## config.mk

```make
export PLATFORM = sky130hd
export DESIGN_NAME = tec8_timer
export DESIGN_NICKNAME = d
export VERILOG_FILES = /design/src/core/tec8_pkg.sv /design/src/core/tec8_pin_sync.sv /design/src/core/tec8_prescale.sv /design/src/core/tec8_timer.sv
export SDC_FILE = /design/constraint.sdc
export NUM_CORES = 1
export LEC_CHECK = 0
export CAP_MARGIN = 25
export CORE_MARGIN = 2
export CORE_UTILIZATION = 60
export DETAILED_ROUTE_END_ITERATION = 8
export DONT_BUFFER_PORTS = 1
export PLACE_DENSITY = 0.87
export SLEW_MARGIN = 20
export SYNTH_ARGS = -nofsm -noshare
export SYNTH_HDL_FRONTEND = slang
export SYNTH_SLANG_ARGS = --single-unit
export TNS_END_PERCENT = 30
```

## constraint.sdc

```tcl
create_clock -name clk -period 2.2 [get_ports clk]
set_input_delay 0.33 -clock clk [delete_from_list [all_inputs] [get_ports clk]]
set_output_delay 0.33 -clock clk [all_outputs]
set_load 0.05 [all_outputs]
```

## src/core/tec8_pkg.sv

```systemverilog
// shared constants for the eight-bit timer/event counter block
package tec8_pkg;

  // register addresses on the cpu data port
  localparam logic [15:0] TEC8_ADDR_PORT2_DIR = 16'hFF22;
  localparam logic [15:0] TEC8_ADDR_MODE_CTRL = 16'hFF53;
  localparam logic [15:0] TEC8_ADDR_MATCH_VAL = 16'hFF50;
  localparam logic [15:0] TEC8_ADDR_COUNT_VAL = 16'hFF51;

  // values after reset
  localparam logic [7:0] TEC8_PORT2_DIR_RESET = 8'hFF;
  localparam logic [7:0] TEC8_MODE_CTRL_RESET = 8'h00;
  localparam logic [7:0] TEC8_MATCH_VAL_RESET = 8'hFF;
  localparam logic [7:0] TEC8_COUNT_VAL_RESET = 8'h00;
  localparam logic [7:0] TEC8_UNMAPPED_READ = 8'h00;

  // mode control field positions
  localparam int TEC8_RUN_BIT = 7;
  localparam int TEC8_PWM_BIT = 6;
  localparam int TEC8_CKSEL_HI_BIT = 2;
  localparam int TEC8_CKSEL_LO_BIT = 1;
  localparam int TEC8_OUT_EN_BIT = 0;
  // writable bits of the mode control register; bits 5..3 read zero
  localparam logic [7:0] TEC8_MODE_CTRL_MASK = 8'hC7;

  // shared pin position inside port 2
  localparam int TEC8_SHARED_PIN_BIT = 7;

  // divided count clock: log2 of the division of the system clock
  localparam int TEC8_DIV_LOG2 = 8;

  // system clock period in ps (200 MHz)
  localparam int TEC8_CLK_PERIOD_PS = 5000;

  // count clock selection codes
  typedef enum logic [1:0] {
    TEC8_CK_SYS = 2'h0,
    TEC8_CK_DIV = 2'h1,
    TEC8_CK_RISE = 2'h2,
    TEC8_CK_FALL = 2'h3
  } tec8_cksel_t;

  // counter operating states, one-hot
  typedef enum logic [2:0] {
    TEC8_ST_STOP = 3'h1,
    TEC8_ST_CLEAR = 3'h2,
    TEC8_ST_PWM = 3'h4
  } tec8_state_t;

endpackage

```

## src/core/tec8_pin_sync.sv

```systemverilog
// two-flop synchroniser with edge pulses for the event input pin
`timescale 1ns/1ps
module tec8_pin_sync (
  // clock and reset
  input wire logic clk,
  input wire logic rst_b,
  input wire logic ce,
  // asynchronous pin
  input wire logic pin,
  // edge pulses, one cycle each
  output logic rise,
  output logic fall
);

  logic meta; // first stage, read only by the second stage
  logic sync; // second stage, safe to use
  logic last; // previous synchronised level
  logic next_rise;
  logic next_fall;

  // edge decode looks only at settled stages
  always_comb begin
    next_rise = sync & ~last;
    next_fall = ~sync & last;
  end

  // synchroniser chain and registered edge pulses
  always_ff @(posedge clk or negedge rst_b) begin
    if (!rst_b) begin
      meta <= 1'b0;
      sync <= 1'b0;
      last <= 1'b0;
      rise <= 1'b0;
      fall <= 1'b0;
    end else if (ce) begin
      meta <= pin;
      sync <= meta;
      last <= sync;
      rise <= next_rise;
      fall <= next_fall;
    end
  end

endmodule // tec8_pin_sync

```

## src/core/tec8_prescale.sv

```systemverilog
// divider, held at zero while stopped, giving one tick per 2**DIV_LOG2 system clocks
`timescale 1ns/1ps
module tec8_prescale #(
  parameter int DIV_LOG2 = 8
) (
  // clock and reset
  input wire logic clk,
  input wire logic rst_b,
  input wire logic ce,
  // divider runs only while the timer runs, so the first tick is a
  // full period after start
  input wire logic run,
  // one-cycle tick
  output logic tick
);

  logic [DIV_LOG2-1:0] div_cnt; // divider state
  logic [DIV_LOG2-1:0] next_div_cnt;
  logic next_tick;

  // count up, tick on the wrap
  always_comb begin
    if (run) begin
      next_div_cnt = div_cnt + 1'b1;
      next_tick = &div_cnt;
    end else begin
      next_div_cnt = '0;
      next_tick = 1'b0;
    end
  end

  // register divider
  always_ff @(posedge clk or negedge rst_b) begin
    if (!rst_b) begin
      div_cnt <= '0;
      tick <= 1'b0;
    end else if (ce) begin
      div_cnt <= next_div_cnt;
      tick <= next_tick;
    end
  end

endmodule // tec8_prescale

```

## src/core/tec8_timer.sv

```systemverilog
// eight-bit timer/event counter with compare, pwm and shared pin output
// Functional notes
// interval timer raises match interrupt each period
// event mode counts external input pin pulses
// square wave on output pin from compare
// pwm mode gives 8-bit resolution output
// equal counter and compare raises match interrupt
// compare register takes any 8-bit value
// software stops timer before changing compare
// software never loads zero compare in pwm
// counter readable, cleared to zero by reset
// run bit low stops and clears counter
// mode bit selects timer or pwm operation
// clock select: system, divided, rise, fall
// output enable bit routes timer to pin
// external clock selected disables timer output
// software writes mode control only when stopped
// software masks match interrupt in pwm mode
// port direction bits: 0 output, reset all ones
// software clears latch and direction for output
// mode control reads zero after reset
// non-pwm: clear after match, toggle on match
// pwm: free run, active while count below compare
`timescale 1ns/1ps
module tec8_timer
  import tec8_pkg::*;
#(
  parameter int DIV_LOG2 = TEC8_DIV_LOG2
) (
  // clock, reset and freeze
  input wire logic clk,
  input wire logic rst_b,
  input wire logic ce,
  // cpu data port
  input wire logic [15:0] bus_addr,
  input wire logic bus_wr,
  input wire logic bus_rd,
  input wire logic [7:0] bus_wdata,
  output logic [7:0] bus_rdata,
  // shared pin and its port latch
  input wire logic event_input_pin,
  input wire logic shared_port_latch,
  output logic shared_port_pin_o,
  output logic shared_port_pin_oe,
  // port 2 direction for the other pins
  output logic [7:0] port2_direction_register,
  // interrupt request pulse
  output logic match_interrupt_request
);

  // register file
  logic [7:0] timer_mode_control_register; // mode control
  logic [7:0] match_value_register; // compare value
  logic [7:0] count_value_register; // counter
  logic [7:0] next_mode_ctrl;
  logic [7:0] next_match_val;
  logic [7:0] next_port2_dir;
  logic [7:0] next_rdata;

  // decoded control fields
  logic run_control_bit;
  logic pulse_width_mode_select;
  logic count_clock_select_high;
  logic count_clock_select_low;
  logic output_enable_bit;
  tec8_cksel_t cksel;

  // counting state
  tec8_state_t state;
  tec8_state_t next_state;
  logic [7:0] next_count;
  logic timer_out; // internal timer output level
  logic next_timer_out;
  logic next_irq;
  logic next_pin_o;
  logic next_pin_oe;

  // count sources
  logic div_tick;
  logic ext_rise;
  logic ext_fall;
  logic count_tick;
  logic at_match;

  // address compare, shared by the write and read decoders
  function automatic logic hit(input logic [15:0] a, input logic [15:0] b);
    hit = (a == b);
  endfunction

  // divided system clock source
  // the divider restarts from zero on each start, so the first divided
  // tick comes a full division after the run bit is set
  tec8_prescale #(
    .DIV_LOG2(DIV_LOG2)
  ) tec8_prescale_inst (
    .clk(clk),
    .rst_b(rst_b),
    .ce(ce),
    .run(run_control_bit),
    .tick(div_tick)
  );

  // event pin synchroniser; pin is outside this clock domain
  tec8_pin_sync tec8_pin_sync_inst (
    .clk(clk),
    .rst_b(rst_b),
    .ce(ce),
    .pin(event_input_pin),
    .rise(ext_rise),
    .fall(ext_fall)
  );

  // field split of the mode control register
  always_comb begin
    run_control_bit = timer_mode_control_register[TEC8_RUN_BIT];
    pulse_width_mode_select = timer_mode_control_register[TEC8_PWM_BIT];
    count_clock_select_high = timer_mode_control_register[TEC8_CKSEL_HI_BIT];
    count_clock_select_low = timer_mode_control_register[TEC8_CKSEL_LO_BIT];
    output_enable_bit = timer_mode_control_register[TEC8_OUT_EN_BIT];
    cksel = tec8_cksel_t'({count_clock_select_high, count_clock_select_low});
  end

  // count clock selection; the external edges come from the pin
  // synchroniser, so an event is counted three to four clocks after it
  // reaches the pin, and pulses shorter than one clock may be lost
  always_comb begin
    case (cksel)
      TEC8_CK_SYS: count_tick = 1'b1;
      TEC8_CK_DIV: count_tick = div_tick;
      TEC8_CK_RISE: count_tick = ext_rise;
      TEC8_CK_FALL: count_tick = ext_fall;
      default: count_tick = 1'b0;
    endcase
  end

  // register writes and registered reads
  always_comb begin
    next_mode_ctrl = timer_mode_control_register;
    next_match_val = match_value_register;
    next_port2_dir = port2_direction_register;
    next_rdata = bus_rdata;
    if (bus_wr) begin
      if (hit(bus_addr, TEC8_ADDR_MODE_CTRL)) begin
        // reserved bits are never stored, so they read as zero
        next_mode_ctrl = bus_wdata & TEC8_MODE_CTRL_MASK;
      end
      if (hit(bus_addr, TEC8_ADDR_MATCH_VAL)) begin
        // any value is accepted; a rewrite while running may match at
        // once, which software avoids by stopping first
        next_match_val = bus_wdata;
      end
      if (hit(bus_addr, TEC8_ADDR_PORT2_DIR)) begin
        next_port2_dir = bus_wdata;
      end
    end
    if (bus_rd) begin
      if (hit(bus_addr, TEC8_ADDR_MODE_CTRL)) begin
        next_rdata = timer_mode_control_register;
      end else if (hit(bus_addr, TEC8_ADDR_MATCH_VAL)) begin
        next_rdata = match_value_register;
      end else if (hit(bus_addr, TEC8_ADDR_COUNT_VAL)) begin
        next_rdata = count_value_register;
      end else if (hit(bus_addr, TEC8_ADDR_PORT2_DIR)) begin
        next_rdata = port2_direction_register;
      end else begin
        next_rdata = TEC8_UNMAPPED_READ;
      end
    end
  end

  // register file storage; the compare register has no fixed reset
  // value, so it starts at all ones, the longest period, which keeps a
  // timer started without a compare write from firing early
  always_ff @(posedge clk or negedge rst_b) begin
    if (!rst_b) begin
      timer_mode_control_register <= TEC8_MODE_CTRL_RESET;
      match_value_register <= TEC8_MATCH_VAL_RESET;
      port2_direction_register <= TEC8_PORT2_DIR_RESET;
      bus_rdata <= TEC8_UNMAPPED_READ;
    end else if (ce) begin
      timer_mode_control_register <= next_mode_ctrl;
      match_value_register <= next_match_val;
      port2_direction_register <= next_port2_dir;
      bus_rdata <= next_rdata;
    end
  end

  // counter compare; equality is what raises the request
  // the compare is purely combinational, so a rewrite of the compare
  // register while running can match at once
  always_comb begin
    at_match = (count_value_register == match_value_register);
  end

  // counting state machine
  always_comb begin
    next_count = count_value_register;
    next_timer_out = timer_out;
    next_irq = 1'b0;
    if (!run_control_bit) begin
      next_state = TEC8_ST_STOP;
    end else if (pulse_width_mode_select) begin
      next_state = TEC8_ST_PWM;
    end else begin
      next_state = TEC8_ST_CLEAR;
    end
    case (state)
      TEC8_ST_STOP: begin
        // stopped: counter held at zero, output at its idle level
        next_count = TEC8_COUNT_VAL_RESET;
        next_timer_out = 1'b0;
      end
      TEC8_ST_CLEAR: begin
        // interval, event and square wave: clear on the count after
        // the match, so the period is compare plus one counts
        if (count_tick) begin
          if (at_match) begin
            next_count = TEC8_COUNT_VAL_RESET;
            next_timer_out = ~timer_out;
            next_irq = 1'b1;
          end else begin
            next_count = count_value_register + 8'h01;
          end
        end
      end
      TEC8_ST_PWM: begin
        // free run over 256 counts; the match still raises a request,
        // which software keeps masked in this mode
        if (count_tick) begin
          next_count = count_value_register + 8'h01;
          next_irq = at_match;
        end
        // active level while below compare; a zero compare would hold
        // the output inactive, which software must not rely on
        next_timer_out = (count_value_register < match_value_register);
      end
      default: begin
        next_count = TEC8_COUNT_VAL_RESET;
        next_timer_out = 1'b0;
      end
    endcase
    // a stop takes effect at once: the counter reads zero, the output
    // falls to its idle level and no request leaves in the stop cycle,
    // even though the state register still shows the old mode for one
    // more clock; otherwise a late toggle could reach the pin after the
    // stop and a match in that cycle would raise a stray request
    if (!run_control_bit) begin
      next_count = TEC8_COUNT_VAL_RESET;
      next_timer_out = 1'b0;
      next_irq = 1'b0;
    end
  end

  // counting state storage; the request is registered, high for one cycle
  // per match, and any masking of it sits outside this block
  always_ff @(posedge clk or negedge rst_b) begin
    if (!rst_b) begin
      state <= TEC8_ST_STOP;
      count_value_register <= TEC8_COUNT_VAL_RESET;
      timer_out <= 1'b0;
      match_interrupt_request <= 1'b0;
    end else if (ce) begin
      state <= next_state;
      count_value_register <= next_count;
      timer_out <= next_timer_out;
      match_interrupt_request <= next_irq;
    end
  end

  // shared pin: timer output, port latch or input
  // the output and enable are registered, so the pin lags the timer
  // output by one clock; this keeps every output straight from a flop
  always_comb begin
    // direction bit 0 turns the buffer on; software also clears the
    // port latch when the pin carries the timer output
    next_pin_oe = ~port2_direction_register[TEC8_SHARED_PIN_BIT];
    if (output_enable_bit && !count_clock_select_high) begin
      next_pin_o = timer_out;
    end else begin
      next_pin_o = shared_port_latch;
    end
    // the pin doubles as the event input: never drive it when counting
    // external edges with the output enabled
    if (output_enable_bit && count_clock_select_high) begin
      next_pin_oe = 1'b0;
    end
  end

  // pin drivers come from flops
  always_ff @(posedge clk or negedge rst_b) begin
    if (!rst_b) begin
      shared_port_pin_o <= 1'b0;
      shared_port_pin_oe <= 1'b0;
    end else if (ce) begin
      shared_port_pin_o <= next_pin_o;
      shared_port_pin_oe <= next_pin_oe;
    end
  end

  // software writes the mode register only while stopped, so a change
  // of clock source never lands mid-count; the logic does not refuse a
  // write while running, it just takes effect on the next clock


endmodule // tec8_timer

```

# [Word level (Yosys, flattened, before mapping)]
# Cells that the tools add are included.
[classes] addsub=2 multipliers=0 div_mod_pow=0 n_lt_le_gt_ge=1 n_eq_ne=13 n_shift=0 mux=25 bitwise_logic=6 n_reduce_logical=11
[op_table] operator="2-to-1 mux 8 bit" n=9
[op_table] operator="equality test 16 bit, second input constant" n=4
[op_table] operator="adder 8 x 1 -> 8 bit, second input constant" n=2
[op_table] operator="one-hot mux 8 bit (2 select lines)" n=1
[op_table] operator="AND reduction 3 bit" n=5
[op_table] operator="2-to-1 mux 1 bit" n=10
[op_table] operator="inequality test 3 bit, second input constant" n=3
[op_table] operator="equality test 8 bit" n=1
[op_table] operator="< comparator 8 bit" n=1
[op_table] operator="AND reduction 8 bit" n=1
[op_table] operator="2-to-1 mux 3 bit" n=2
[op_table] operator="equality test 2 bit, second input constant" n=2
[op_table] operator="inverter 1 bit" n=4
[op_table] operator="one-hot mux 1 bit (2 select lines)" n=2
[op_table] operator="one-hot mux 1 bit (4 select lines)" n=1
[op_table] operator="equality test 3 x 2 -> 1 bit, second input constant" n=1
[op_table] operator="equality test 3 bit, second input constant" n=1
[op_table] operator="bitwise AND 1 bit" n=2
[op_table] operator="equality test 2 x 1 -> 1 bit, second input constant" n=1
[op_table] operator="logical AND 1 bit" n=2
[op_table] operator="logical NOT 2 bit" n=1
[op_table] operator="AND reduction 2 bit" n=1
[op_table] operator="logical NOT 1 bit" n=1
[word_totals] ff_bits=58 latchBits=0 ramBits=0 mem_bits_ro=0 in_bits=31 out_inout_bits=19 word_cells=75 n_memories=0

# [Logic depth before layout (Yosys ltp)]
# Gate-level depths: netlist of the first run.
[logic_depth] ltp_word=5 depth_mapped=7 ltp_nobuf=7

# [Cells and area by module]
# Synthesis of the first run repeated with hierarchy kept, for this count alone.
[unflattened] hier_cells=300 hier_area_um2=3123.0
[by_module_without_submodules] module="tec8_timer" n_inst=1 cells_per_inst=241 area_per_inst_um2=2459.9
[by_module_without_submodules] module="tec8_prescale" n_inst=1 cells_per_inst=44 area_per_inst_um2=449.2
[by_module_without_submodules] module="tec8_pin_sync" n_inst=1 cells_per_inst=15 area_per_inst_um2=214.0

# [Worst setup path before layout of the first run]
# Ideal clock, no wire load.
[synth_timing] kind="input to register" startpoint="in bus_addr[7]" endpoint="reg match_value_register[0]" t_arrival_ps=2081 path_slack_ps=36 cell_stages=6 path_buffers=1 path_cell_list="or3_4 -> or2_1 -> or4_1 -> buf_2 -> nor2_8 -> mux2_2"
[synth_between] elab_chain_len=2
[synth_lines] element="start, declared" line="tec8_timer.sv:35" text="input wire logic [15:0] bus_addr,"
[synth_lines] element="equality test 16 bit" line="tec8_timer.sv:87" text="hit = (a == b);"
[synth_lines] element="AND reduction 3 bit (no source line)"
[synth_lines] element="end signal, assigned" line="tec8_timer.sv:182" text="match_value_register <= next_match_val;"
[synth_lines] element="end, declared" line="tec8_timer.sv:53" text="logic [7:0] match_value_register;"
# Every way passes these cells.
# A chain may end at the register's enable or synchronous reset.

# [Worst setup path in the final report of the first run]
[layout_timing] startpoint="reg match_value_register[5]" endpoint="reg timer_out"
[layout_between] elab_chain_len=3 elab_cells_between_ends=6 classes_between="order compare (1); eq/ne (2); mux (2); reduce/logical (1)"
[layout_lines] element="< comparator 8 bit / equality test 8 bit (equally long branches)" line="tec8_timer.sv:235, tec8_timer.sv:192"
[layout_lines] element="one-hot mux 1 bit (2 select lines) / inequality test 3 bit (equally long branches)"
[layout_lines] element="2-to-1 mux 1 bit / AND reduction 3 bit (equally long branches)"
[layout_lines] element="end signal, assigned" line="tec8_timer.sv:265" text="timer_out <= next_timer_out;"
[layout_lines] element="end, declared" line="tec8_timer.sv:72" text="logic timer_out;"
# Parallel ways exist; a longest one is shown, timed or not.

==> metrics.txt, run 1 <==
# TYPE chip_impl_metric gauge
chip_impl_info{name="outcome",value="finished, final reports clean"} 1
chip_impl_metric{name="max-clock-path-buffers",unit=""} 2
chip_impl_metric{name="placement.io_buffers",unit=""} 0
chip_impl_metric{name="p_seq_frac",unit=""} 0.530
chip_impl_metric{name="pwr_density_cell",unit="mW/mm^2"} 660
chip_impl_metric{name="power_switching",unit="W"} 0.000586
chip_impl_metric{name="final_hold_viol_count",unit=""} 0
chip_impl_metric{name="detailedPlacementHpwl",unit="microns"} 5050
chip_impl_info{name="cts_tree",value="yes"} 1
chip_impl_metric{name="ioPinCount",unit=""} 50
chip_impl_info{name="root_buf_cell",value="clkbuf_8"} 1
chip_impl_metric{name="finalInstanceArea",unit="sq mm"} 0.00343
chip_impl_metric{name="num-nets-final",unit=""} 352
chip_impl_metric{name="netlist_instances",unit=""} 290
chip_impl_metric{name="finalWeightedCongestion",unit=""} 0.847
chip_impl_metric{name="ctsHtreeMaxLevel",unit=""} 3
chip_impl_metric{name="fin_ws",unit="ns"} 0.162
chip_impl_metric{name="cap_violations",unit=""} 0
chip_impl_metric{name="cp_slowest_stage_delay",unit="ns"} 0.54
chip_impl_info{name="critical_path.slowest_cell",value="dfstp_2"} 1
chip_impl_metric{name="clkPwrFrac",unit=""} 0.427
chip_impl_metric{name="grt.overflow.total",unit=""} 0
chip_impl_metric{name="grt_pass1_vias",unit=""} 2493
chip_impl_metric{name="die_x",unit="microns"} 74.9
chip_impl_metric{name="power_leakage",unit="nW"} 1.44
chip_impl_metric{name="final_period_minus_worst_setup_slack",unit="ns"} 2.04
chip_impl_metric{name="ys_types",unit=""} 50
chip_impl_metric{name="placement_rows",unit=""} 25
chip_impl_metric{name="layout_cell_share_with_drive_strength_beyond_1",unit=""} 0.250
chip_impl_info{name="synth_largest_area_cell",value="dfrtp_1"} 1
chip_impl_metric{name="post-cts-setup-buffer-count",unit=""} 0
chip_impl_metric{name="detailedRoute.firstPassIterationCount",unit=""} 5
chip_impl_metric{name="tritoncts_num_sinks",unit=""} 58
chip_impl_metric{name="pwr-share-comb",unit=""} 0.043
chip_impl_metric{name="numCtsBuffers",unit=""} 9
chip_impl_info{name="synth_flop_cell",value="dfrtp_1"} 1
chip_impl_metric{name="avgViaCountPerCell",unit=""} 6.42
chip_impl_metric{name="avgSynthCellArea",unit="sq um"} 10.4
chip_impl_metric{name="syn-num-nets",unit=""} 331
chip_impl_metric{name="internal_power",unit="W"} 0.00168
chip_impl_metric{name="grt_first_pass_wirelength",unit="microns"} 12300
chip_impl_metric{name="max_slew_violations",unit=""} 0
chip_impl_metric{name="timing.max_slew.rel_slack",unit=""} 0.581
chip_impl_metric{name="place_area",unit="sq mm"} 0.00319
chip_impl_metric{name="drcViolationCount",unit=""} 0
chip_impl_metric{name="final.period_utilization",unit=""} 0.926
chip_impl_info{name="worst-setup-path-type",value="reg2reg"} 1
chip_impl_metric{name="pin_count_of_the_biggest_net_entering_global_routing",unit=""} 59
chip_impl_metric{name="die_h",unit="microns"} 74.9
chip_impl_metric{name="multi_input_comb_area",unit="sq mm"} 0.00146
chip_impl_info{name="rsz0062_at_grt",value="false"} 1
chip_impl_info{name="synth_most_common_cell",value="dfrtp_1"} 1
chip_impl_info{name="synth_top_cells_by_area",value="dfrtp_1 34%, dfstp_2 15%, mux2_2 9.3%"} 1
chip_impl_metric{name="worst_max_slew_pin_slew",unit="ns"} 0.624
chip_impl_info{name="crit_path_cell_trace",value="inv_1, ha_1, nand4_1, buf_4, nor2_1, and2_1, a21oi_1, o32a_1"} 1
chip_impl_metric{name="required_time_at_the_worst_slack_endpoint",unit="ns"} 2.43
chip_impl_metric{name="vdd_ir_drop_max",unit="mV"} 0.484
chip_impl_metric{name="timing.reg2reg.setup_slack",unit="ns"} 0.16
chip_impl_metric{name="route.vias.total",unit=""} 2457
chip_impl_metric{name="switching_share",unit=""} 0.259
chip_impl_metric{name="finalClockSkew",unit="ns"} 0.00872
chip_impl_metric{name="synth_sequential_area_ratio",unit=""} 0.489
chip_impl_metric{name="grtUsageTotal",unit=""} 0.306
chip_impl_metric{name="antenna_cells",unit=""} 0
chip_impl_metric{name="wl_per_cell",unit="microns"} 19.7
chip_impl_metric{name="synth.cell_area",unit="sq mm"} 0.00301
chip_impl_metric{name="synth_top_cell_area_share",unit=""} 0.341
chip_impl_metric{name="maximum_fanout_count_along_the_critical_path",unit=""} 3
chip_impl_metric{name="critical_path_arrival",unit="ns"} 2.27
chip_impl_metric{name="route.antenna.remaining_nets",unit=""} 0
chip_impl_metric{name="pre_cts_ws",unit="ns"} -0.0186
chip_impl_metric{name="setup_viol",unit=""} 0
chip_impl_metric{name="area_delta_synth_final",unit="%"} 13.8
chip_impl_metric{name="antenna_found_initial",unit=""} 0
chip_impl_metric{name="fin_util",unit=""} 0.716
chip_impl_metric{name="max_freq",unit="MHz"} 491
chip_impl_info{name="hold_crit_path_type",value="in2reg"} 1
chip_impl_metric{name="clock_latency_on_the_worst_skew_pair",unit="ns"} 0.35
chip_impl_metric{name="floorplan.initialDensity",unit=""} 0.630
chip_impl_info{name="setup.worst_path.start_class",value="register"} 1
chip_impl_metric{name="fp.coreArea",unit="sq mm"} 0.00479
chip_impl_metric{name="yosysWarningCount",unit=""} 0
chip_impl_metric{name="fin_setup_tns",unit="ns"} 0
chip_impl_metric{name="drt_iter0_markers",unit=""} 263
chip_impl_metric{name="detail_route.wirelength",unit="microns"} 7540
chip_impl_metric{name="total_power",unit="W"} 0.00226
chip_impl_info{name="synthTopCellsByCount",value="41 x dfrtp_1, 25 x mux2_2, 24 x nand2_1"} 1
chip_impl_info{name="crit_path_end_kind",value="register"} 1
chip_impl_metric{name="final.fill_count",unit=""} 288
chip_impl_metric{name="fp.dieArea",unit="sq mm"} 0.00560
chip_impl_metric{name="clkTransAtPathRegs",unit="ns"} 0.07
chip_impl_metric{name="sequential_cell_area",unit="sq mm"} 0.00147
chip_impl_metric{name="synth-edff-count",unit=""} 0
chip_impl_metric{name="synth-async-reset-ratio",unit=""} 1.00
chip_impl_metric{name="number_of_storage_elements_in_the_synthesis_netlist",unit=""} 58
repair_timing:
action / 4_1_cts / 5_1_grt
endpoints found under the setup margin: 0 / 8
hold buffers: 2 / 0
gates resized for setup: 0 / 3
endpoints found under the hold margin: 58 / 0
critical path, delay by kind of cell, from the launching register on:
family	cells	cell delay, ns
DFF	1	0.54
and+or+nand+nor	3	0.42
AOI/OAI and AO/OA	2	0.42
adders and majority gates	1	0.31
buffers and inverters	2	0.24
routing by layer:
layer	wire length [microns]	track usage	vias up
met5	0	0	-
met2	3730	0.481	133
met4	265	0.157	0
met1	3020	0.388	1192
li1	-	-	1102
met3	521	0.0857	30
layout make-up:
type | count | share of cell area
Timing Repair Buffer | 18 | 0.0460
Sequential cell | 58 | 0.430
Clock buffer | 14 | 0.0536
Multi-Input combinational cell | 207 | 0.425
Clock inverter | 2 | 0.00292
Inverter | 17 | 0.0186
Tap cell | 67 | 0.0245
logic make-up after synthesis:
logic type                 Yosys count  share of synthesized area
DFF                                 58                      0.489
muxes                               28                      0.103
adders and majority gates           10                     0.0415
buffers and inverters               25                     0.0316
xor gates and xnor gates             2                    0.00582
and+or+nand+nor                     97                      0.174
AOI/OAI and AO/OA                   70                      0.155
path summary, 6_finish.rpt:
check,startpoint,cells past startpoint,endpoint
max,match_value_register[5],8,timer_out
min,ce,1,shared_port_pin_o
max reg2reg,match_value_register[5],8,timer_out
min reg2reg,tec8_pin_sync_inst.last,1,tec8_pin_sync_inst.rise
max in group asynchronous,rst_b,2,match_value_register[5]
min in group asynchronous,rst_b,2,tec8_pin_sync_inst.rise
registers in the layout, summed over array words and instances (netlist names), 3 cells and up:
| register | cells |
|---|---|
| bus_rdata | 8 |
| match_value_register | 8 |
| count_value_register | 8 |
| timer_mode_control_register | 5 |
| state | 3 |
| tec8_prescale_inst.div_cnt | 8 |
| port2_direction_register | 8 |
cells in the final DEF (no fill, tap or decap), types with 9 or more instances in the layout:
cell type and count:
nor2_1 20, a21oi_1 9, nand2b_1 10, o21ai_0 20
nand3_1 11, clkbuf_8 11, buf_4 16, inv_1 17
ha_1 10, nand2_1 24, dfrtp_1 41, dfstp_2 17
mux2_2 25
through the flow:
stage | hold slack [ns] | instances
2_1_floorplan | 0.0344 | 290
3_3_place_gp | 0.0352 | 365
3_5_place_dp | 0.0351 | 365
4_1_cts | 0.0563 | 383
5_1_grt | 0.0607 | 383
6_report | 0.0738 | 383
power groups by stage:
stage	clock network, W	registers, W	logic [W]
5_1_grt	0.00102	0.00120	0.000112
3_5_place_dp	0	0.00121	0.0000688
3_3_place_gp	0	0.00121	0.0000643
4_1_cts	0.000962	0.00120	0.0000985
2_1_floorplan	0	0.00120	0.0000634
6_report	0.000966	0.00120	0.0000980
No activity file was read; power rests on OpenSTA's default activity.
==> run 2, diff against run 1 <==
CORE_UTILIZATION = 50   (was 60)
PLACE_DENSITY = unset   (was 0.87)
PLACE_DENSITY_LB_ADDON = 0.2   (was unset)
==> metrics.txt, run 2 (synthesized netlist as in run 1, its figures left out) <==
# TYPE chip_impl_metric gauge
chip_impl_metric{name="grt_first_pass_wirelength",unit="microns"} 11000
chip_impl_metric{name="ioPinCount",unit=""} 50
chip_impl_metric{name="power_leakage",unit="nW"} 1.42
chip_impl_metric{name="critical_path_arrival",unit="ns"} 2.34
chip_impl_info{name="final_common_cell",value="dfrtp_1"} 1
chip_impl_metric{name="area_delta_synth_final",unit="%"} 13.3
chip_impl_metric{name="placement_rows",unit=""} 28
chip_impl_info{name="hold_crit_path_type",value="in2reg"} 1
chip_impl_metric{name="finalInstanceArea",unit="sq mm"} 0.00341
chip_impl_info{name="worst_r2r_startpoint",value="match_value_register[6]"} 1
chip_impl_info{name="worst-setup-path-type",value="reg2reg"} 1
chip_impl_metric{name="ctsHtreeMaxLevel",unit=""} 3
chip_impl_metric{name="avgViaCountPerCell",unit=""} 5.83
chip_impl_metric{name="pin_count_of_the_biggest_net_entering_global_routing",unit=""} 59
chip_impl_metric{name="post-cts-setup-buffer-count",unit=""} 0
chip_impl_info{name="setup.worst_path.start_class",value="register"} 1
chip_impl_metric{name="floorplan.initialDensity",unit=""} 0.512
chip_impl_metric{name="setup_viol",unit=""} 0
chip_impl_metric{name="drt_iter0_markers",unit=""} 152
chip_impl_metric{name="placement.io_buffers",unit=""} 0
chip_impl_metric{name="fin_ws",unit="ns"} 0.114
chip_impl_metric{name="detailedPlacementHpwl",unit="microns"} 4990
chip_impl_metric{name="drcViolationCount",unit=""} 0
chip_impl_metric{name="cap_violations",unit=""} 0
chip_impl_info{name="worstHoldEndpoint",value="tec8_prescale_inst.div_cnt[0]"} 1
chip_impl_metric{name="timing.reg2reg.setup_slack",unit="ns"} 0.11
chip_impl_metric{name="count_of_cells_along_the_worst_register_to_register_path",unit=""} 7
chip_impl_metric{name="fp.dieArea",unit="sq mm"} 0.00666
chip_impl_metric{name="place_area",unit="sq mm"} 0.00320
chip_impl_metric{name="layout_cell_share_with_drive_strength_beyond_1",unit=""} 0.250
chip_impl_metric{name="timing.max_slew.rel_slack",unit=""} 0.599
chip_impl_metric{name="clock_latency_on_the_worst_skew_pair",unit="ns"} 0.34
chip_impl_metric{name="max-clock-path-buffers",unit=""} 2
chip_impl_metric{name="fp.coreArea",unit="sq mm"} 0.00589
chip_impl_metric{name="vdd_ir_drop_max",unit="mV"} 0.376
chip_impl_metric{name="final_hold_viol_count",unit=""} 0
chip_impl_metric{name="antenna_cells",unit=""} 0
chip_impl_info{name="worstHoldStart",value="ce"} 1
chip_impl_info{name="commonest_cells_after_routing_fill_and_taps_aside",value="41 x dfrtp_1, 25 x mux2_2, 24 x nand2_1"} 1
chip_impl_metric{name="final_period_minus_worst_setup_slack",unit="ns"} 2.09
chip_impl_metric{name="detailedRoute.firstPassIterationCount",unit=""} 4
chip_impl_metric{name="finalWeightedCongestion",unit=""} 0.832
chip_impl_info{name="cts_tree",value="yes"} 1
chip_impl_metric{name="grt_pass1_vias",unit=""} 2233
chip_impl_metric{name="worst_max_slew_pin_slew",unit="ns"} 0.597
chip_impl_metric{name="detail_route.wirelength",unit="microns"} 6850
chip_impl_metric{name="pre_cts_ws",unit="ns"} -0.00985
chip_impl_metric{name="max_slew_violations",unit=""} 0
chip_impl_metric{name="wl_per_cell",unit="microns"} 17.5
chip_impl_info{name="root_buf_cell",value="clkbuf_8"} 1
chip_impl_metric{name="min_delay_path_depth",unit=""} 1
chip_impl_info{name="outcome",value="finished, final reports clean"} 1
chip_impl_info{name="startpoint",value="match_value_register[6]"} 1
chip_impl_info{name="crit_path_cell_trace",value="inv_1, ha_1, nand4_1, o21ai_1, a21o_1, or4_1, o21ai_0"} 1
chip_impl_metric{name="route.vias.total",unit=""} 2278
chip_impl_metric{name="num-nets-final",unit=""} 352
chip_impl_metric{name="required_time_at_the_worst_slack_endpoint",unit="ns"} 2.45
chip_impl_metric{name="final.period_utilization",unit=""} 0.948
chip_impl_info{name="rsz0062_at_grt",value="false"} 1
chip_impl_metric{name="antenna_found_initial",unit=""} 0
chip_impl_metric{name="die_h",unit="microns"} 81.6
chip_impl_metric{name="tritoncts_num_sinks",unit=""} 58
chip_impl_metric{name="clkTransAtPathRegs",unit="ns"} 0.07
chip_impl_metric{name="die_x",unit="microns"} 81.6
chip_impl_info{name="reg2reg_to",value="count_value_register[7]"} 1
chip_impl_metric{name="grt.overflow.total",unit=""} 0
chip_impl_metric{name="maximum_fanout_count_along_the_critical_path",unit=""} 4
chip_impl_metric{name="cp_slowest_stage_delay",unit="ns"} 0.56
chip_impl_metric{name="finalClockSkew",unit="ns"} 0.00900
chip_impl_metric{name="max_freq",unit="MHz"} 479
chip_impl_metric{name="route.antenna.remaining_nets",unit=""} 0
chip_impl_metric{name="grtUsageTotal",unit=""} 0.223
chip_impl_metric{name="pwr_density_cell",unit="mW/mm^2"} 637
chip_impl_info{name="crit_path_end_kind",value="register"} 1
chip_impl_metric{name="numCtsBuffers",unit=""} 9
chip_impl_info{name="critical_path.slowest_cell",value="dfstp_2"} 1
-- run 2: power breakdown --
group	internal (W)	leakage (nW)	switching, W
sequential	0.00110	0.715	0.0000901
combinational	0.0000379	0.620	0.0000562
clock	0.000438	0.0882	0.000452
total	0.00158	1.42	0.000598
-- run 2: area by class of cell --
type,instances,area [sq um]
clock buffers,10,138
inverters,17,63.8
repair buffers,18,158
clock inverters,6,42.5
flip-flops and latches,58,1470
multi-input cells,207,1450
fillers,520,2470
well taps,75,93.8
-- run 2: what timing repair did --
action,4_1_cts,5_1_grt
endpoints found under the setup margin,0,4
endpoints found under the hold margin,58,0
resized for setup,0,1
hold buffers,2,0
-- run 2: metal layers --
metal / share of wire / global-route usage / vias up
li1: - / - / 1109
met1: 0.48 / 0.308 / 1084
met2: 0.44 / 0.342 / 75
met3: 0.064 / 0.0571 / 10
met4: 0.015 / 0.0767 / 0
met5: 0 / 0 / -
-- run 2: critical path: cells and delay by family (launching register included) --
kind,cells,cell delay [ns]
buf+inv,1,0.05
simple gates,2,0.60
flops,1,0.56
compound gates,3,0.48
fa+ha+maj,1,0.31
-- run 2: per-stage QoR --
stage / total power (W) / instances / TNS, ns / utilization / hold slack (ns)
2_1_floorplan: 0.00127 / 290 / 0 / - / 0.0344
3_3_place_gp: 0.00127 / 373 / 0 / 0.543 / 0.0360
3_5_place_dp: 0.00128 / 373 / -0.0112 / 0.543 / 0.0360
4_1_cts: 0.00220 / 391 / 0 / 0.580 / 0.0692
5_1_grt: 0.00227 / 391 / 0 / 0.580 / 0.0816
6_report: 0.00218 / 391 / 0 / 0.580 / 0.0836
-- run 2: how the worst max path moves through the flow --
stage,endpoint,slack [ns],cells after the start
after floorplan,match_value_register[0],0.04,6
after global placement,match_value_register[7],0.03,5
after detailed placement,match_value_register[5],-0.01,5
after CTS,count_value_register[7],0.06,7
after global routing,count_value_register[7],0.009,7
final,count_value_register[7],0.11,7
